`config.mk`:
```
export PLATFORM = sky130hd
export DESIGN_NAME = triple_port_mailbox_flags
export DESIGN_NICKNAME = d
export VERILOG_FILES = /design/src/rtl/mailbox_pkg.sv /design/src/rtl/mail_irq.sv /design/src/rtl/mail_slot.sv /design/src/rtl/triple_port_mailbox_flags.sv
export SDC_FILE = /design/constraint.sdc
export NUM_CORES = 1
export LEC_CHECK = 0
export BUFFER_PORTS_ARGS = -buffer_cell sky130_fd_sc_hd__buf_4
export CAP_MARGIN = 25
export CORE_UTILIZATION = 40
export DETAILED_ROUTE_END_ITERATION = 10
export GPL_ROUTABILITY_DRIVEN = 1
export PLACE_DENSITY = 0.84
export SYNTH_ARGS = -nofsm -noshare
export SYNTH_HDL_FRONTEND = slang
export SYNTH_SLANG_ARGS = --single-unit
```
`constraint.sdc`:
```
create_clock -name CLOCK -period 1.45 [get_ports CLOCK]
set_input_delay 0.2175 -clock CLOCK [delete_from_list [all_inputs] [get_ports CLOCK]]
set_output_delay 0.2175 -clock CLOCK [all_outputs]
set_load 0.005 [all_outputs]
```
`src/rtl/mailbox_pkg.sv`:
```
// Purpose: Shared constants and types for the triple-port mailbox bypass logic
// Assumes: One clock; all three ports sampled on it
// Notes: Register indices are word addresses on the plain register port
`default_nettype none

package mailbox_pkg;

    // ********************************
    // Widths
    // ********************************
    localparam int A_WIDTH = 36;
    localparam int BC_WIDTH = 18;
    localparam int MAIL_WIDTH = 18;
    localparam int REG_AW = 4;
    localparam int REG_DW = 32;
    localparam int EVENT_COUNT = 6;

    // ********************************
    // Register map (word index)
    // ********************************
    localparam logic [REG_AW-1:0] IRQ_STATUS_ADDR = 4'h0;
    localparam logic [REG_AW-1:0] IRQ_MASK_ADDR = 4'h1;
    localparam logic [REG_AW-1:0] MAIL_CONTROL_ADDR = 4'h2;
    localparam logic [REG_AW-1:0] MAIL_STATE_ADDR = 4'h3;

    // ********************************
    // Event bits of status and mask
    // ********************************
    localparam int EV_AB_WRITTEN = 0;
    localparam int EV_AB_TAKEN = 1;
    localparam int EV_AB_DROPPED = 2;
    localparam int EV_CA_WRITTEN = 3;
    localparam int EV_CA_TAKEN = 4;
    localparam int EV_CA_DROPPED = 5;

    // ********************************
    // Control bits (self-clearing)
    // ********************************
    localparam int CTL_FLUSH_AB = 0;
    localparam int CTL_FLUSH_CA = 1;

    // ********************************
    // State register fields
    // ********************************
    localparam int ST_AB_FULL_N = 0;
    localparam int ST_CA_FULL_N = 1;
    localparam int ST_SEL_A = 2;
    localparam int ST_SEL_B = 3;
    localparam int ST_SEL_C = 4;

    // ********************************
    // Reset values
    // ********************************
    localparam logic [EVENT_COUNT-1:0] IRQ_STATUS_RESET = 6'h00;
    localparam logic [EVENT_COUNT-1:0] IRQ_MASK_RESET = 6'h00;
    localparam logic [MAIL_WIDTH-1:0] MAIL_DATA_RESET = 18'h00000;
    localparam logic [A_WIDTH-1:0] A_OUT_RESET = 36'h000000000;
    localparam logic [BC_WIDTH-1:0] B_OUT_RESET = 18'h00000;
    localparam logic [REG_DW-1:0] RDATA_RESET = 32'h00000000;

    typedef struct packed {
        logic write;
        logic read;
        logic [REG_AW-1:0] addr;
        logic [REG_DW-1:0] wdata;
    } reg_req_t;

    typedef struct packed {
        logic written;
        logic taken;
        logic dropped;
    } mail_event_t;

endpackage

`default_nettype wire

```
`src/rtl/mail_irq.sv`:
```
// Purpose: Sticky event status, mask and level interrupt
// Assumes: Status cleared by writing one to a bit
// Notes: An event in the clearing cycle keeps its bit set
`default_nettype none

module mail_irq
    import mailbox_pkg::*;
(
    input wire logic clk, // System clock
    input wire logic rstn, // Async reset, active low
    input wire logic [EVENT_COUNT-1:0] events, // Event pulses
    input wire logic status_wr, // Status write strobe
    input wire logic mask_wr, // Mask write strobe
    input wire logic [EVENT_COUNT-1:0] wdata, // Write data
    output logic [EVENT_COUNT-1:0] status_r, // Sticky status
    output logic [EVENT_COUNT-1:0] mask_r, // Enable mask
    output logic irq_r // Level interrupt
);

    genvar i;
    generate
        for (i = 0; i < EVENT_COUNT; i++) begin : g_bit
            always_ff @(posedge clk or negedge rstn) begin
                if (!rstn) begin
                    status_r[i] <= IRQ_STATUS_RESET[i];
                end else if (events[i]) begin
                    status_r[i] <= 1'b1;
                end else if (status_wr && wdata[i]) begin
                    status_r[i] <= 1'b0;
                end
            end
        end
    endgenerate

    always_ff @(posedge clk or negedge rstn) begin
        if (!rstn) begin
            mask_r <= IRQ_MASK_RESET;
        end else if (mask_wr) begin
            mask_r <= wdata;
        end
    end

    always_ff @(posedge clk or negedge rstn) begin
        if (!rstn) begin
            irq_r <= 1'b0;
        end else begin
            irq_r <= |(status_r & mask_r);
        end
    end

endmodule

`default_nettype wire

```
`src/rtl/mail_slot.sv`:
```
// Purpose: One mail register with its active-low full flag
// Assumes: Writer and reader both on the single clock
// Notes: Flush wins over a write; a write wins over a read
`default_nettype none

module mail_slot
    import mailbox_pkg::*;
(
    input wire logic clk, // System clock
    input wire logic rstn, // Async reset, active low
    input wire logic flush, // Queue reset or software flush
    input wire logic wr, // Mail write attempt
    input wire logic [MAIL_WIDTH-1:0] wdata, // Mail write data
    input wire logic rd, // Mail read by far port
    output logic full_n_r, // Low while mail waits
    output logic [MAIL_WIDTH-1:0] data_r, // Stored mail word
    output mail_event_t ev // One-cycle event pulses
);

    logic accept;

    assign accept = wr && full_n_r && !flush;

    always_ff @(posedge clk or negedge rstn) begin
        if (!rstn) begin
            full_n_r <= 1'b1;
        end else if (flush) begin
            full_n_r <= 1'b1;
        end else if (accept) begin
            full_n_r <= 1'b0;
        end else if (rd) begin
            full_n_r <= 1'b1;
        end
    end

    always_ff @(posedge clk or negedge rstn) begin
        if (!rstn) begin
            data_r <= MAIL_DATA_RESET;
        end else if (accept) begin
            data_r <= wdata;
        end
    end

    assign ev.written = accept;
    assign ev.taken = rd && !full_n_r && !flush && !accept;
    // A blocked write is reported so software sees lost mail
    assign ev.dropped = wr && !full_n_r && !flush;

endmodule

`default_nettype wire

```
`src/rtl/triple_port_mailbox_flags.sv`:
```
// Purpose: Mailbox bypass between port A and ports B and C, with full flags
// Assumes: All port strobes and selects synchronous to CLOCK; queues outside
// Notes: Port data outputs are registered, one cycle behind the select
//
// Operation
// - Port B shows A-to-B mail when selected
// - Port B shows forward queue when not selected
// - Selected port C write goes to mail
// - Accepted A-to-B mail write drives flag low
// - A-to-B mail writes ignored while flag low
// - Selected port B mail read sets flag high
// - Forward queue resets hold A-to-B flag high
// - Accepted C-to-A mail write drives flag low
// - C-to-A mail writes ignored while flag low
// - Selected port A mail read sets flag high
// - Return queue resets hold C-to-A flag high
// - Port A shows mail or return queue data
//
// Implementation choices: the register addresses and the plain strobed port.
`default_nettype none

module triple_port_mailbox_flags
    import mailbox_pkg::*;
(
    input wire logic CLOCK, // 250 MHz clock
    input wire logic RSTN, // Async reset, active low
    input wire logic MASTER_RESET_FWD_N, // Forward queue master reset
    input wire logic PARTIAL_RESET_FWD_N, // Forward queue partial reset
    input wire logic MASTER_RESET_RET_N, // Return queue master reset
    input wire logic PARTIAL_RESET_RET_N, // Return queue partial reset
    input wire logic PORT_A_MAIL_SELECT, // Port A mail select
    input wire logic PORT_A_WRITE, // Port A write strobe
    input wire logic PORT_A_READ, // Port A read strobe
    input wire logic PORT_A_OUT_ENABLE, // Port A outputs requested
    input wire logic [A_WIDTH-1:0] PORT_A_DIN, // Port A write data
    input wire logic [A_WIDTH-1:0] RETURN_QUEUE_DATA, // Return queue output reg
    output logic [A_WIDTH-1:0] PORT_A_DOUT, // Port A read data
    output logic PORT_A_DOE, // Port A drive enable
    output logic FORWARD_QUEUE_WRITE, // Forward queue write pulse
    output logic [A_WIDTH-1:0] FORWARD_QUEUE_WDATA, // Forward queue write data
    input wire logic PORT_B_MAIL_SELECT, // Port B mail select
    input wire logic PORT_B_READ, // Port B read strobe
    input wire logic PORT_B_OUT_ENABLE, // Port B outputs requested
    input wire logic [BC_WIDTH-1:0] FORWARD_QUEUE_DATA, // Forward queue output reg
    output logic [BC_WIDTH-1:0] PORT_B_DOUT, // Port B data
    output logic PORT_B_DOE, // Port B drive enable
    input wire logic PORT_C_MAIL_SELECT, // Port C mail select
    input wire logic PORT_C_WRITE, // Port C write strobe
    input wire logic [BC_WIDTH-1:0] PORT_C_DIN, // Port C write data
    output logic RETURN_QUEUE_WRITE, // Return queue write pulse
    output logic [BC_WIDTH-1:0] RETURN_QUEUE_WDATA, // Return queue write data
    output logic MAIL_A_TO_B_FULL_N, // A-to-B mail waiting, low
    output logic MAIL_C_TO_A_FULL_N, // C-to-A mail waiting, low
    input wire logic [REG_AW-1:0] REG_ADDR, // Register word index
    input wire logic [REG_DW-1:0] REG_WDATA, // Register write data
    input wire logic REG_WRITE, // Register write strobe
    input wire logic REG_READ, // Register read strobe
    output logic [REG_DW-1:0] REG_RDATA, // Read data, next cycle
    output logic IRQ // Level interrupt, high
);

    // ********************************
    // Internal signals
    // ********************************
    reg_req_t req;
    mail_event_t ev_ab;
    mail_event_t ev_ca;
    logic flush_ab;
    logic flush_ca;
    logic ab_wr;
    logic ab_rd;
    logic ca_wr;
    logic ca_rd;
    logic [MAIL_WIDTH-1:0] mail_a_to_b_reg;
    logic [MAIL_WIDTH-1:0] mail_c_to_a_reg;
    logic [EVENT_COUNT-1:0] events;
    logic [EVENT_COUNT-1:0] status;
    logic [EVENT_COUNT-1:0] mask;
    logic status_wr;
    logic mask_wr;
    logic control_wr;
    logic [REG_DW-1:0] rdata_nxt;

    assign req = '{write: REG_WRITE, read: REG_READ, addr: REG_ADDR, wdata: REG_WDATA};
    assign status_wr = req.write && (req.addr == IRQ_STATUS_ADDR);
    assign mask_wr = req.write && (req.addr == IRQ_MASK_ADDR);
    assign control_wr = req.write && (req.addr == MAIL_CONTROL_ADDR);

    // ********************************
    // Mail access decode
    // ********************************
    assign ab_wr = PORT_A_WRITE && PORT_A_MAIL_SELECT;
    assign ab_rd = PORT_B_READ && PORT_B_MAIL_SELECT;
    // Port C select is held high in master reset, so no queue write leaks
    assign ca_wr = PORT_C_WRITE && PORT_C_MAIL_SELECT;
    assign ca_rd = PORT_A_READ && PORT_A_MAIL_SELECT;

    // Either queue reset, or a software flush, empties the mailbox
    assign flush_ab = !MASTER_RESET_FWD_N || !PARTIAL_RESET_FWD_N ||
                      (control_wr && req.wdata[CTL_FLUSH_AB]);
    assign flush_ca = !MASTER_RESET_RET_N || !PARTIAL_RESET_RET_N ||
                      (control_wr && req.wdata[CTL_FLUSH_CA]);

    // ********************************
    // Mail registers
    // ********************************
    mail_slot u_mail_ab (
        .clk(CLOCK),
        .rstn(RSTN),
        .flush(flush_ab),
        .wr(ab_wr),
        .wdata(PORT_A_DIN[MAIL_WIDTH-1:0]),
        .rd(ab_rd),
        .full_n_r(MAIL_A_TO_B_FULL_N),
        .data_r(mail_a_to_b_reg),
        .ev(ev_ab)
    );

    mail_slot u_mail_ca (
        .clk(CLOCK),
        .rstn(RSTN),
        .flush(flush_ca),
        .wr(ca_wr),
        .wdata(PORT_C_DIN),
        .rd(ca_rd),
        .full_n_r(MAIL_C_TO_A_FULL_N),
        .data_r(mail_c_to_a_reg),
        .ev(ev_ca)
    );

    // ********************************
    // Port A output
    // ********************************
    always_ff @(posedge CLOCK or negedge RSTN) begin
        if (!RSTN) begin
            PORT_A_DOUT <= A_OUT_RESET;
        end else if (PORT_A_MAIL_SELECT) begin
            PORT_A_DOUT <= {{(A_WIDTH-MAIL_WIDTH){1'b0}}, mail_c_to_a_reg};
        end else begin
            PORT_A_DOUT <= RETURN_QUEUE_DATA;
        end
    end

    always_ff @(posedge CLOCK or negedge RSTN) begin
        if (!RSTN) begin
            PORT_A_DOE <= 1'b0;
        end else begin
            PORT_A_DOE <= PORT_A_OUT_ENABLE;
        end
    end

    // ********************************
    // Port A write into forward queue
    // ********************************
    always_ff @(posedge CLOCK or negedge RSTN) begin
        if (!RSTN) begin
            FORWARD_QUEUE_WRITE <= 1'b0;
            FORWARD_QUEUE_WDATA <= A_OUT_RESET;
        end else begin
            FORWARD_QUEUE_WRITE <= PORT_A_WRITE && !PORT_A_MAIL_SELECT;
            FORWARD_QUEUE_WDATA <= PORT_A_DIN;
        end
    end

    // ********************************
    // Port B output
    // ********************************
    always_ff @(posedge CLOCK or negedge RSTN) begin
        if (!RSTN) begin
            PORT_B_DOUT <= B_OUT_RESET;
        end else if (PORT_B_MAIL_SELECT) begin
            PORT_B_DOUT <= mail_a_to_b_reg;
        end else begin
            PORT_B_DOUT <= FORWARD_QUEUE_DATA;
        end
    end

    always_ff @(posedge CLOCK or negedge RSTN) begin
        if (!RSTN) begin
            PORT_B_DOE <= 1'b0;
        end else begin
            PORT_B_DOE <= PORT_B_OUT_ENABLE;
        end
    end

    // ********************************
    // Port C write into return queue
    // ********************************
    always_ff @(posedge CLOCK or negedge RSTN) begin
        if (!RSTN) begin
            RETURN_QUEUE_WRITE <= 1'b0;
            RETURN_QUEUE_WDATA <= B_OUT_RESET;
        end else begin
            RETURN_QUEUE_WRITE <= PORT_C_WRITE && !PORT_C_MAIL_SELECT;
            RETURN_QUEUE_WDATA <= PORT_C_DIN;
        end
    end

    // ********************************
    // Events and interrupt
    // ********************************
    assign events[EV_AB_WRITTEN] = ev_ab.written;
    assign events[EV_AB_TAKEN] = ev_ab.taken;
    assign events[EV_AB_DROPPED] = ev_ab.dropped;
    assign events[EV_CA_WRITTEN] = ev_ca.written;
    assign events[EV_CA_TAKEN] = ev_ca.taken;
    assign events[EV_CA_DROPPED] = ev_ca.dropped;

    mail_irq u_irq (
        .clk(CLOCK),
        .rstn(RSTN),
        .events(events),
        .status_wr(status_wr),
        .mask_wr(mask_wr),
        .wdata(req.wdata[EVENT_COUNT-1:0]),
        .status_r(status),
        .mask_r(mask),
        .irq_r(IRQ)
    );

    // ********************************
    // Register read port
    // ********************************
    always_comb begin
        rdata_nxt = RDATA_RESET;
        if (req.read) begin
            case (req.addr)
                IRQ_STATUS_ADDR: rdata_nxt[EVENT_COUNT-1:0] = status;
                IRQ_MASK_ADDR: rdata_nxt[EVENT_COUNT-1:0] = mask;
                MAIL_STATE_ADDR: begin
                    rdata_nxt[ST_AB_FULL_N] = MAIL_A_TO_B_FULL_N;
                    rdata_nxt[ST_CA_FULL_N] = MAIL_C_TO_A_FULL_N;
                    rdata_nxt[ST_SEL_A] = PORT_A_MAIL_SELECT;
                    rdata_nxt[ST_SEL_B] = PORT_B_MAIL_SELECT;
                    rdata_nxt[ST_SEL_C] = PORT_C_MAIL_SELECT;
                end
                default: rdata_nxt = RDATA_RESET;
            endcase
        end
    end

    // Data stand only in the cycle after the strobe
    always_ff @(posedge CLOCK or negedge RSTN) begin
        if (!RSTN) begin
            REG_RDATA <= RDATA_RESET;
        end else begin
            REG_RDATA <= rdata_nxt;
        end
    end

    // ********************************
    // Assertions
    // ********************************
    AST_B_MAIL_OUT: assert property (@(posedge CLOCK) disable iff (!RSTN)
        PORT_B_MAIL_SELECT |=> PORT_B_DOUT == $past(mail_a_to_b_reg))
        else $error("Port B did not show A-to-B mail");

    AST_B_QUEUE_OUT: assert property (@(posedge CLOCK) disable iff (!RSTN)
        RSTN && !PORT_B_MAIL_SELECT |=> PORT_B_DOUT == $past(FORWARD_QUEUE_DATA))
        else $error("Port B did not show forward queue data");

    AST_C_STEER: assert property (@(posedge CLOCK) disable iff (!RSTN)
        PORT_C_WRITE && PORT_C_MAIL_SELECT && MAIL_C_TO_A_FULL_N && !flush_ca
        |=> !RETURN_QUEUE_WRITE && !MAIL_C_TO_A_FULL_N
            && mail_c_to_a_reg == $past(PORT_C_DIN))
        else $error("Selected port C write not steered to mail");

    AST_AB_SET: assert property (@(posedge CLOCK) disable iff (!RSTN)
        ab_wr && MAIL_A_TO_B_FULL_N && !flush_ab
        |=> !MAIL_A_TO_B_FULL_N && mail_a_to_b_reg == $past(PORT_A_DIN[MAIL_WIDTH-1:0]))
        else $error("A-to-B flag not set by mail write");

    AST_AB_HOLD: assert property (@(posedge CLOCK) disable iff (!RSTN)
        !MAIL_A_TO_B_FULL_N && ab_wr |=> $stable(mail_a_to_b_reg))
        else $error("A-to-B mail overwritten while full");

    AST_AB_CLEAR: assert property (@(posedge CLOCK) disable iff (!RSTN)
        !MAIL_A_TO_B_FULL_N && ab_rd |=> MAIL_A_TO_B_FULL_N)
        else $error("A-to-B flag not cleared by port B read");

    AST_AB_FLUSH: assert property (@(posedge CLOCK) disable iff (!RSTN)
        !MASTER_RESET_FWD_N || !PARTIAL_RESET_FWD_N |=> MAIL_A_TO_B_FULL_N)
        else $error("A-to-B flag low after forward queue reset");

    AST_CA_SET: assert property (@(posedge CLOCK) disable iff (!RSTN)
        $fell(MAIL_C_TO_A_FULL_N) |-> $past(ca_wr))
        else $error("C-to-A flag fell without a mail write");

    AST_CA_HOLD: assert property (@(posedge CLOCK) disable iff (!RSTN)
        !MAIL_C_TO_A_FULL_N && ca_wr |=> $stable(mail_c_to_a_reg))
        else $error("C-to-A mail overwritten while full");

    AST_CA_CLEAR: assert property (@(posedge CLOCK) disable iff (!RSTN)
        !MAIL_C_TO_A_FULL_N && ca_rd |=> MAIL_C_TO_A_FULL_N)
        else $error("C-to-A flag not cleared by port A read");

    AST_CA_FLUSH: assert property (@(posedge CLOCK) disable iff (!RSTN)
        !MASTER_RESET_RET_N || !PARTIAL_RESET_RET_N |=> MAIL_C_TO_A_FULL_N)
        else $error("C-to-A flag low after return queue reset");

    AST_A_OUT: assert property (@(posedge CLOCK) disable iff (!RSTN)
        PORT_A_MAIL_SELECT |=> PORT_A_DOUT[MAIL_WIDTH-1:0] == $past(mail_c_to_a_reg)
            && PORT_A_DOUT[A_WIDTH-1:MAIL_WIDTH] == '0)
        else $error("Port A did not show C-to-A mail");

endmodule

`default_nettype wire

```
; ---- After elaboration in Yosys (flattened, before gate mapping)
; Index checks and enable logic that the tools add are counted.
[totals]
regBits = 169
wordCells = 105
output_inout_bits = 147
[op_classes]
reduce_logical = 57
muxes = 23
eq_ne = 3
bitwise = 1
[op_table]
columns = operator, count
row1 = 36-bit two-way mux, 1
row2 = 1-bit logical AND, 31
row3 = 1-bit two-way mux, 18
row4 = 18-bit two-way mux, 1
row5 = 5-bit one-hot mux with 3 select lines, 1
row6 = 1-bit zero test, 12
row7 = 2-bit nonzero test, 6
row8 = "4-bit by 2-bit == test with 1-bit output, second input constant", 2
row9 = 6-bit AND, 1
row10 = 6-bit two-way mux, 1
row11 = 3-bit nonzero test, 2
row12 = 6-bit OR reduction, 1
row13 = "4-bit by 1-bit == test with 1-bit output, second input constant", 1
row14 = 4-bit zero test, 1
row15 = 1-bit logical OR, 4
row16 = 1-bit one-hot mux with 2 select lines, 1

; ---- Depth between registers and ports, before layout
; Gate-level depths: netlist (run 1).
[logic_depth]
depth_word = 9
ltp_mapped = 6

; ---- By module
; Synthesis (run 1) repeated with hierarchy kept, for this count alone.
[hier_totals]
hier_cells = 376
area_unflattened_um2 = 6092.1
[modules_own_cells]
columns = module, cells_per_inst, seq_area_each_um2, area_per_inst_um2, n_inst
row1 = triple_port_mailbox_flags, 246, 2952.8, 3976.3, 1
row2 = mail_slot, 47, 476.7, 797.0, 2
row3 = mail_irq, 36, 325.3, 521.8, 1

; ---- Worst setup path after synthesis (run 1)
; No wires, ideal clock.
[synth_timing]
kind = input to register
startpoint = in REG_ADDR[1]
endpoint = reg u_mail_ab.data_r[10]
setup_slack_ns = -0.075
path_stages = 6
required_time_ns = 1.325
n_path_buf = 3
t_arrival_ns = 1.400
setup_time_ns = 0.125
cell_sequence = buf_2 > and3b_1 > a211o_1 > buf_6 > buf_12 > mux2_4
[synth_via]
elab_chain_cells = 6
[synth_rtl]
columns = element, line
row1 = start: declaration, triple_port_mailbox_flags.sv:54  ; input wire logic [REG_AW-1:0] REG_ADDR,
row2 = 4-bit by 2-bit == test with 1-bit output, triple_port_mailbox_flags.sv:87  ; assign control_wr = req.write && (req.addr == MAIL_CONTROL_ADDR);
row3 = 1-bit logical AND, triple_port_mailbox_flags.sv:87
row4 = 1-bit logical AND, triple_port_mailbox_flags.sv:100  ; (control_wr && req.wdata[CTL_FLUSH_AB]);
row5 = 1-bit logical OR, triple_port_mailbox_flags.sv:99  ; assign flush_ab = !MASTER_RESET_FWD_N || !PARTIAL_RESET_FWD_N ||
row6 = 1-bit zero test, mail_slot.sv:22  ; assign accept = wr && full_n_r && !flush;
row7 = 1-bit logical AND, mail_slot.sv:22
row8 = end signal: assignment, mail_slot.sv:40  ; data_r <= wdata;
row9 = end: declaration, mail_slot.sv:16  ; output logic [MAIL_WIDTH-1:0] data_r,
; No other way between the ends.
; A chain may end at the register's enable or synchronous reset.

; ---- Final worst setup path (run 1)
[layout_timing]
startpoint = reg u_mail_ca.full_n_r
endpoint = reg u_mail_ca.data_r[10]
[layout_via]
elab_chain_cells = 2
[layout_rtl]
columns = element, line
row1 = start: declaration, mail_slot.sv:15  ; output logic full_n_r,
row2 = start signal: assignment, mail_slot.sv:26  ; full_n_r <= 1'b1;
row3 = start signal: assignment, mail_slot.sv:28  ; full_n_r <= 1'b1;
row4 = start signal: assignment, mail_slot.sv:30  ; full_n_r <= 1'b0;
row5 = 1-bit logical AND (2 in a row), mail_slot.sv:22
row6 = end signal: assignment, mail_slot.sv:40
row7 = end: declaration, mail_slot.sv:16
; No other way between the ends.

==> metrics.txt, run 1 <==
result of the run finished, violations left; violated checks setup timing; highest cell delay on the worst timing path 0.56 ns; Primary FF master, synth dfrtp_1; Post-DP HPWL 10700 um; most repeated cell in the gate-level netlist after synthesis dfrtp_1; Clk pin slew, worst setup/hold paths 0.07 ns; chain of cells forming the critical path inv_2, a211o_4, buf_12, mux2_4; origin of the worst setup path u_mail_ca.full_n_r; post-layout util 64.2%; FMAX 677 MHz; final weighted congestion in routability-driven placement 0.822; hold path start RETURN_QUEUE_DATA[30]; total count of hold-check failures in the final report 0; top cells by instance count after synthesis dfrtp_1, mux2_2, buf_4; Async S/R FF share, synth 100%; overflow left after global routing 0; ranking of synthesized cells by area dfrtp_1, mux2_2, mux2_4; Vias 4180; slack of the critical path -0.0275 ns; detailed-route wire length 15400 um; area growth from synthesis to layout 55.8%; mux contribution to synthesized area 16.8%; top-level I/O count 308; Post-DRT Antenna Nets 0; CTS buffer count 17; worst setup path category reg -> reg; CTS H-tree lvls 4; Antenna Diode Count 0; cell type of the slowest stage on the worst timing path dfstp_2; vias in the first global route 4736; sequential share of the synthesized area 70.4%; FF-to-FF Start u_mail_ca.full_n_r; adder and majority gate portion of the synthesized area 0%; Routed WL per cell 17.0 um; post-detailed-route DRC marker count 0; total die area 15500 um2; distinct cell type count of the synthesized netlist 31; Req. time, crit path 1.74 ns; Syn. warnings 0; maximum buffer depth of the clock tree 2; kind of cell with the highest combined delay on the critical path flip-flops; power density relative to cell area 1280 nW/um2; die span in x 125 um; worst path bufs/invs 2; unrepaired setup endpoints after global routing yes; WP data arrival 1.77 ns; launching element type of the critical path flip-flop; Post-CTS Setup Bufs 0; mean post-synth cell area 16.2 um2; global-route wire length before repair 24100 um; count of flip-flops with a built-in enable after synthesis 0; post-synthesis cell count 372; combinational family with the most area after synthesis multiplexers; total negative setup slack -0.256 ns; routed via count divided by cell count 4.61; number of input and output port buffers inserted 255; Synth Area in Compound Gates 2.25%; worst reg2reg setup slack -0.03 ns; iteration-0 DRC count of the detailed router 128; power after layout 0.0120 W; final instance count without filler cells 906; Synth Area in XOR/XNOR 0%; worst-case vdd ir drop 0.000855 V; maximum number of pins on one net before global-route repair 60; Max-cap violations 0; maximum fanout count along the critical path 10; classification of the worst-slack hold path in -> reg; number of optimization iterations in the first detailed-route pass 4; ratio of final minimum period to clock period 102%; Final #Nets 870; clock latency of the later-clocked register in the worst-skew pair 0.41 ns; Post-Synthesis Cell Area 6010 um2; total placed cells including tap cells 815; final period demand of the worst path 1.48 ns; Critical Path End Type flip-flop; clock sink count 169; fraction of final layout cells with drive strength greater than 1 54.7%; floorplan die height 125 um; cell taking the most area after synthesis dfrtp_1; final setup violation count 18; placeable core region 14600 um2; portion of synthesized cell area occupied by the leading cell type 69.5%; max-slew violations 0; Root Buffer Master clkbuf_16; Overall Global Routing Usage 20.1%; leakage dissipation 4.65 nW; clock tree from TritonCTS done; pre-CTS worst setup slack -0.0910 ns; Core Rows 44; number of antenna violations at the first check in global routing 0; initial core utilization 41.2%; Post-Synth Simple-Gate Area 5.27%; flip-flop and latch count after synthesis 169; largest clock skew in the final design 0.00813 ns
==> cell usage in the layout (no fill, tap or decap), types with 3 or more instances in the layout <==
cell type	instances
nor2b_1	23
nand3_1	6
conb_1	26
bufinv_16	3
dfrtp_1	167
mux2_2	65
buf_12	4
clkbuf_16	18
mux2_4	18
nor2_1	9
buf_4	267
nand2_1	10
a22oi_1	8
clkinv_2	4
dlygate4sd3_1	58
==> power by group <==
part | total [W] | internal [W] | leakage [nW] | switching, W
clock | 0.00459 | 0.00273 | 0.292 | 0.00186
sequential | 0.00559 | 0.00531 | 2.03 | 0.000276
combinational | 0.00184 | 0.00121 | 2.33 | 0.000632
==> worst reg2reg max path, stage by stage, from the launching register on <==
cell and delay (ns):
dfstp_2 0.56, inv_2 0.04, a211o_4 0.30, buf_12 0.16, mux2_4 0.30
==> final timing paths <==
kind | end | cells past startpoint
setup / recovery | u_mail_ca.data_r[10] | 4
hold / removal | PORT_A_DOUT[30] | 2
setup reg to reg | u_mail_ca.data_r[10] | 4
hold reg to reg | u_mail_ca.data_r[17] | 1
max in group asynchronous | PORT_B_DOUT[11] | 3
min in group asynchronous | PORT_A_DOUT[14] | 2
==> final cells by class <==
class                   count  area, um2
clock buffers              18        429
multi-input cells         185       1570
clock inverters            14        171
repair buffers            332       2710
flip-flops and latches    169       4230
well taps                 184        230
inverters                   4       15.0
fillers                  1056       5230
==> stage by stage <==
stage | hold slack [ns] | cell area (um2)
after global placement | 0.125 | 8140
after CTS | 0.00844 | 9320
final | 0.0272 | 9360
after detailed placement | 0.138 | 8140
after floorplan | -0.0781 | 6110
after global routing | 0.0217 | 9360
==> sequential cells by signal, summed over array words and instances (netlist names), 6 cells and up <==
register             count
FORWARD_QUEUE_WDATA     36
u_irq.status_r           6
PORT_B_DOUT             18
RETURN_QUEUE_WDATA      18
u_mail_ab.data_r        18
PORT_A_DOUT             36
u_mail_ca.data_r        18
u_irq.mask_r             6
REG_RDATA                6
==> routing by layer <==
metal / up-vias / global-route usage, % / routed length, um
met5: - / 0 / 0
met4: 0 / 9.43 / 425
met3: 34 / 5.71 / 998
met2: 190 / 34.4 / 8000
met1: 2071 / 23.1 / 5930
li1: 1885 / - / -
==> kinds of logic (layout without fill, tap and decap cells) <==
| kind of cell | after synthesis | count (layout) |
|---|---|---|
| other | 1 | 26 |
| AND/OR/NAND/NOR | 57 | 57 |
| AO/OA/AOI/OAI | 18 | 18 |
| multiplexers | 84 | 84 |
| flip-flops | 169 | 169 |
| buffers and inverters | 43 | 368 |
==> repair_timing <==
| action | CTS | global route |
|---|---|---|
| cloned | 0 | 1 |
| resized for setup | 0 | 4 |
| endpoints found under the setup margin | 9 | 33 |
| hold buffers | 58 | 0 |
| hold endpoints to repair | 86 | 0 |
| pin swaps | 0 | 0 |
Power figures use the tool's default switching activity.
==> run 2: changes to the inputs <==
--- a/config.mk
+++ b/config.mk
@@ -8,9 +8,10 @@
 export BUFFER_PORTS_ARGS = -buffer_cell sky130_fd_sc_hd__buf_4
 export CAP_MARGIN = 25
 export CORE_UTILIZATION = 40
+export CTS_BUF_LIST = sky130_fd_sc_hd__clkbuf_8
 export DETAILED_ROUTE_END_ITERATION = 10
 export GPL_ROUTABILITY_DRIVEN = 1
-export PLACE_DENSITY = 0.84
+export PLACE_DENSITY = 0.81
 export SYNTH_ARGS = -nofsm -noshare
 export SYNTH_HDL_FRONTEND = slang
 export SYNTH_SLANG_ARGS = --single-unit
==> constraint.sdc (replaced) <==
create_clock -name CLOCK -period 1.4 [get_ports CLOCK]
set_input_delay 0.21 -clock CLOCK [delete_from_list [all_inputs] [get_ports CLOCK]]
set_output_delay 0.21 -clock CLOCK [all_outputs]
set_load 0.005 [all_outputs]
==> run 2 against run 1 <==
Against the previous run: final area rose by 5.6%; highest routed layer unchanged; cell count rose by 7.0%; sequential power rose by 3%; count of clock-buffer cells in the layout fell by 1; the flow still finishes with violations (setup timing).
==> metrics.txt, run 2 (synthesis gave the netlist of run 1 again) <==
worst-case vdd ir drop 0.000661 V (was 0.000855 V); number of antenna violations at the first check in global routing 0 (unchanged); top library cells by usage in the layout, fill and taps aside buf_4, dfrtp_1, dlygate4sd3_1 (was buf_4, dfrtp_1, mux2_2); power after layout 0.0120 W (about the same); final weighted congestion in routability-driven placement 0.880 (was 0.822); clock tree from TritonCTS done (unchanged); total count of hold-check failures in the final report 0 (unchanged); die span in x 125 um (unchanged); initial core utilization 41.2% (unchanged); fraction of final layout cells with drive strength greater than 1 50.8% (was 54.7%); CTS H-tree lvls 4 (unchanged); commonest non-fill, non-tap cell in the layout buf_4 (unchanged); violated checks setup timing (unchanged); Final #Nets 934 (was 870); net switching power of the design 0.00280 W (was 0.00277 W); launching element type of the critical path flip-flop (unchanged); Vias 4444 (was 4180); post-layout util 67.7% (was 64.2%); clock group share of total power 34.5% (was 38.2%); logic gate share of total power 17.3% (was 15.3%); overflow left after global routing 0 (unchanged); switching share of total power 23.4% (was 23.1%); maximum buffer depth of the clock tree 2 (unchanged); vias in the first global route 4957 (was 4736); routed via count divided by cell count 4.59 (was 4.61); FMAX 675 MHz (was 677 MHz); Req. time, crit path 1.73 ns (was 1.74 ns); unrepaired setup endpoints after global routing yes (unchanged); WP data arrival 1.81 ns (was 1.77 ns); final setup violation count 38 (was 18); CTS buffer count 17 (unchanged); area growth from synthesis to layout 64.5% (was 55.8%); max-slew violations 0 (unchanged); worst setup path category reg -> reg (unchanged); Core Rows 44 (unchanged); maximum fanout count along the critical path 10 (unchanged); detailed-route wire length 16400 um (was 15400 um); global-route wire length before repair 25400 um (was 24100 um); leakage dissipation 4.88 nW (was 4.65 nW); largest clock skew in the final design 0.00728 ns (was 0.00813 ns); iteration-0 DRC count of the detailed router 149 (was 128); placeable core region 14600 um2 (unchanged); Root Buffer Master clkbuf_8 (was clkbuf_16); maximum number of pins on one net before global-route repair 44 (was 60); top-level I/O count 308 (unchanged); Overall Global Routing Usage 21.5% (was 20.1%); floorplan die height 125 um (unchanged); cell depth of the worst flop-to-flop path 4 (unchanged); classification of the worst-slack hold path in -> reg (unchanged); ratio of final minimum period to clock period 106% (was 102%); Routed WL per cell 17.0 um (about the same); Antenna Diode Count 0 (unchanged); Top Registers FORWARD_QUEUE_WDATA (36), PORT_A_DOUT (36) (unchanged); worst hold slack after final layout 0.0472 ns (was 0.0272 ns); total negative setup slack -1.82 ns (was -0.256 ns); power density relative to cell area 1210 nW/um2 (was 1280 nW/um2); hold-critical path depth 2 (unchanged); internal power consumption 0.00918 W (was 0.00925 W); Max-cap violations 0 (unchanged); clock latency of the later-clocked register in the worst-skew pair 0.44 ns (was 0.41 ns); post-detailed-route DRC marker count 0 (unchanged); number of fill cells in the layout 964 (was 1056); result of the run finished, violations left (unchanged); number of optimization iterations in the first detailed-route pass 4 (unchanged); Critical Path End Type flip-flop (unchanged); final period demand of the worst path 1.48 ns (about the same); Clk pin slew, worst setup/hold paths 0.09 ns (was 0.07 ns); total die area 15500 um2 (unchanged); Post-DRT Antenna Nets 0 (unchanged); Post-DP HPWL 10200 um (was 10700 um); number of input and output port buffers inserted 255 (unchanged); slack of the critical path -0.0808 ns (was -0.0275 ns); Reg power frac 48.2% (was 46.5%); clock sink count 169 (unchanged)
[run 2: layout make-up]
| class | instances | area [um2] | share of cell area [%] |
|---|---|---|---|
| Sequential cell | 169 | 4230 | 42.8 |
| Timing Repair Buffer | 396 | 3360 | 34.0 |
| Clock buffer | 17 | 234 | 2.37 |
| Tap cell | 184 | 230 | 2.33 |
| Inverter | 4 | 15.0 | 0.152 |
| Clock inverter | 14 | 245 | 2.48 |
| Multi-Input combinational cell | 185 | 1570 | 15.9 |
[run 2: layer usage]
layer / vias up / share of wire, % / GRT usage [%]
met3: 39 / 7.5 / 7.09
met1: 2166 / 37 / 23.7
li1: 2006 / - / -
met5: - / 0 / 0
met2: 233 / 52 / 37.3
met4: 0 / 3.0 / 9.71
[run 2: metrics by stage]
stage / instances / setup slack (ns) / instance area (um2)
finish: 969 / -0.0808 / 9880
global route: 969 / -0.113 / 9880
CTS: 967 / -0.0677 / 9840
detailed placement: 819 / -0.134 / 8180
global placement: 819 / -0.127 / 8180
floorplan: 397 / -0.108 / 6110
[run 2: path summary, 6_finish.rpt]
kind | to | start | slack (ns)
min | PORT_A_DOUT[19] | RETURN_QUEUE_DATA[19] | 0.05
max in group asynchronous | u_mail_ca.full_n_r | RSTN | 0.61
max | u_mail_ca.data_r[13] | u_mail_ca.full_n_r | -0.08
min reg2reg | PORT_B_DOUT[1] | u_mail_ab.data_r[1] | 0.51
min in group asynchronous | PORT_A_DOUT[35] | RSTN | 0.22
max reg2reg | u_mail_ca.data_r[13] | u_mail_ca.full_n_r | -0.08
[run 2: timing repair]
item | CTS | global route
setup buffers | 0 | 1
cloned | 0 | 1
hold buffers | 117 | 0
endpoints found under the hold margin | 250 | 0
endpoints found under the setup margin | 38 | 38
gates resized for setup | 3 | 1
pin swaps | 0 | 0
[run 2: power groups by stage]
stage	registers (W)	logic [W]	clock network, W
floorplan	0.00583	0.000751	0
global placement	0.00583	0.00172	0
detailed placement	0.00586	0.00179	0
CTS	0.00577	0.00206	0.00424
global route	0.00584	0.00222	0.00445
finish	0.00578	0.00207	0.00414
[run 2: critical path: stages, from the launching register on]
cell and delay [ns]:
dfstp_2 0.56, inv_1 0.05, a211o_4 0.30, buf_12 0.16, mux2_4 0.30
==> run 3: changes to the inputs <==
--- a/config.mk
+++ b/config.mk
@@ -7,6 +7,7 @@
 export LEC_CHECK = 0
 export BUFFER_PORTS_ARGS = -buffer_cell sky130_fd_sc_hd__buf_4
 export CAP_MARGIN = 25
+export CORE_ASPECT_RATIO = 0.9
 export CORE_UTILIZATION = 40
 export CTS_BUF_LIST = sky130_fd_sc_hd__clkbuf_8
 export DETAILED_ROUTE_END_ITERATION = 10
==> constraint.sdc (replaced) <==
create_clock -name CLOCK -period 1.64 [get_ports CLOCK]
set_input_delay 0.246 -clock CLOCK [delete_from_list [all_inputs] [get_ports CLOCK]]
set_output_delay 0.246 -clock CLOCK [all_outputs]
set_load 0.005 [all_outputs]
==> run 3 against run 2 <==
Against the previous run: the run now ends clean; final area down 5.6%; sequential share of layout area increased by 2.5 points; worst hold slack worse by 0.0098 ns; count of clock-buffer cells in the layout unchanged; first-iteration DRC count shrank 15%; routed wire length is 7.7% lower; cell count is 3.6% lower.
==> metrics.txt, run 3 (synthesis gave the netlist of run 1 again) <==
clock latency of the later-clocked register in the worst-skew pair 0.44 ns (about the same); vias in the first global route 4620 (was 4957); clock sink count 169 (unchanged); maximum number of pins on one net before global-route repair 72 (was 44); overflow left after global routing 0 (unchanged); clock tree from TritonCTS done (unchanged); Root Buffer Master clkbuf_8 (unchanged); CTS buffer count 17 (unchanged); largest clock skew in the final design 0.0103 ns (was 0.00728 ns); detailed-route wire length 15200 um (was 16400 um); final setup violation count 0 (was 38); worst-case vdd ir drop 0.000737 V (was 0.000661 V); Max-cap violations 0 (unchanged); ratio of final minimum period to clock period 93.0% (was 106%); total die area 15500 um2 (about the same); top library cells by usage in the layout, fill and taps aside buf_4, dfrtp_1, dlygate4sd3_1 (unchanged); placeable core region 14700 um2 (was 14600 um2); Post-CTS Setup Bufs 0 (unchanged); floorplan die height 118 um (was 125 um); total count of hold-check failures in the final report 0 (unchanged); quantity of hold-fixing buffers added after cts 71 (was 117); global-route wire length before repair 24100 um (was 25400 um); FMAX 655 MHz (was 675 MHz); number of input and output port buffers inserted 255 (unchanged); launching element type of the critical path flip-flop (unchanged); area growth from synthesis to layout 55.3% (was 64.5%); worst setup path category reg -> reg (unchanged); CTS H-tree lvls 4 (unchanged); initial core utilization 40.8% (was 41.2%); Final #Nets 884 (was 934); routed via count divided by cell count 4.45 (was 4.59); result of the run finished, final reports clean (was finished, violations left); Core Rows 42 (was 44); Overall Global Routing Usage 20.3% (was 21.5%); Vias 4152 (was 4444); maximum buffer depth of the clock tree 2 (unchanged); Post-DP Area 8110 um2 (was 8180 um2); commonest non-fill, non-tap cell in the layout buf_4 (unchanged); hold-critical path depth 2 (unchanged); final period demand of the worst path 1.53 ns (was 1.48 ns); cell depth of the worst flop-to-flop path 4 (unchanged); iteration-0 DRC count of the detailed router 126 (was 149); Req. time, crit path 1.96 ns (was 1.73 ns); total negative setup slack 0 ns (was -1.82 ns); Post-DRT Antenna Nets 0 (unchanged); slack of the critical path 0.114 ns (was -0.0808 ns); Routed WL per cell 16.2 um (was 17.0 um); pre-CTS worst setup slack 0.0346 ns (was -0.134 ns); Top Registers FORWARD_QUEUE_WDATA (36), PORT_A_DOUT (36) (unchanged); post-detailed-route DRC marker count 0 (unchanged); WP data arrival 1.84 ns (was 1.81 ns); final cell area excluding filler cells 9330 um2 (was 9880 um2); quantity of gates resized following cts 0 (was 3); Critical Path End Type flip-flop (unchanged); power density relative to cell area 1040 nW/um2 (was 1210 nW/um2); die span in x 131 um (was 125 um); Clk pin slew, worst setup/hold paths 0.09 ns (about the same); classification of the worst-slack hold path in -> reg (unchanged); fraction of final layout cells with drive strength greater than 1 52.3% (was 50.8%); number of antenna violations at the first check in global routing 0 (unchanged); Antenna Diode Count 0 (unchanged); maximum fanout count along the critical path 16 (was 10); max-slew violations 0 (unchanged); final weighted congestion in routability-driven placement 0.810 (was 0.880); number of optimization iterations in the first detailed-route pass 4 (unchanged); unrepaired setup endpoints after global routing no (was yes); leakage dissipation 4.62 nW (was 4.88 nW); Post-DP HPWL 10300 um (was 10200 um); top-level I/O count 308 (unchanged)
-- run 3: report_power, final --
group          internal (W)  switching [W]
clock network       0.00155        0.00156
logic               0.00109       0.000557
registers           0.00469       0.000239
-- run 3: worst paths after layout --
| kind | start | endpoint | slack [ns] |
|---|---|---|---|
| max in group asynchronous | RSTN | PORT_A_DOUT[25] | 0.71 |
| worst max register to register | u_mail_ab.full_n_r | u_mail_ab.data_r[8] | 0.11 |
| worst min register to register | u_mail_ca.data_r[3] | PORT_A_DOUT[3] | 0.51 |
| min in group asynchronous | RSTN | PORT_A_DOUT[16] | 0.24 |
| worst min-delay path | RETURN_QUEUE_DATA[18] | PORT_A_DOUT[18] | 0.04 |
| worst max-delay path | u_mail_ab.full_n_r | u_mail_ab.data_r[8] | 0.11 |
-- run 3: stage by stage --
step,util [%],power (W),hold slack [ns],cells
5_1_grt,63.4,0.0101,0.000214,934
2_1_floorplan,-,0.00561,-0.0496,397
4_1_cts,62.9,0.00978,0.0000710,926
3_3_place_gp,55.1,0.00643,0.146,823
6_report,63.4,0.00968,0.0375,934
3_5_place_dp,55.1,0.00650,0.147,823
-- run 3: worst max-delay path: stages (launching register included) --
cell and delay [ns]:
dfstp_2 0.58, inv_1 0.05, a211o_1 0.29, buf_12 0.19, mux2_4 0.30
-- run 3: layout make-up --
class | count | area, um2
fill | 1099 | 5380
sequential | 169 | 4230
timing repair buffer | 346 | 2850
multi-input combinational | 185 | 1560
tap | 198 | 248
clock buffer | 17 | 234
clock inverter | 15 | 194
inverter | 4 | 15.0
-- run 3: routing by layer --
metal	wire length, um	GRT usage (%)	vias to the layer above
met5	0	0	-
met3	1160	8.15	22
li1	-	-	1907
met2	7960	36.0	179
met1	5790	22.2	2044
met4	269	5.88	0
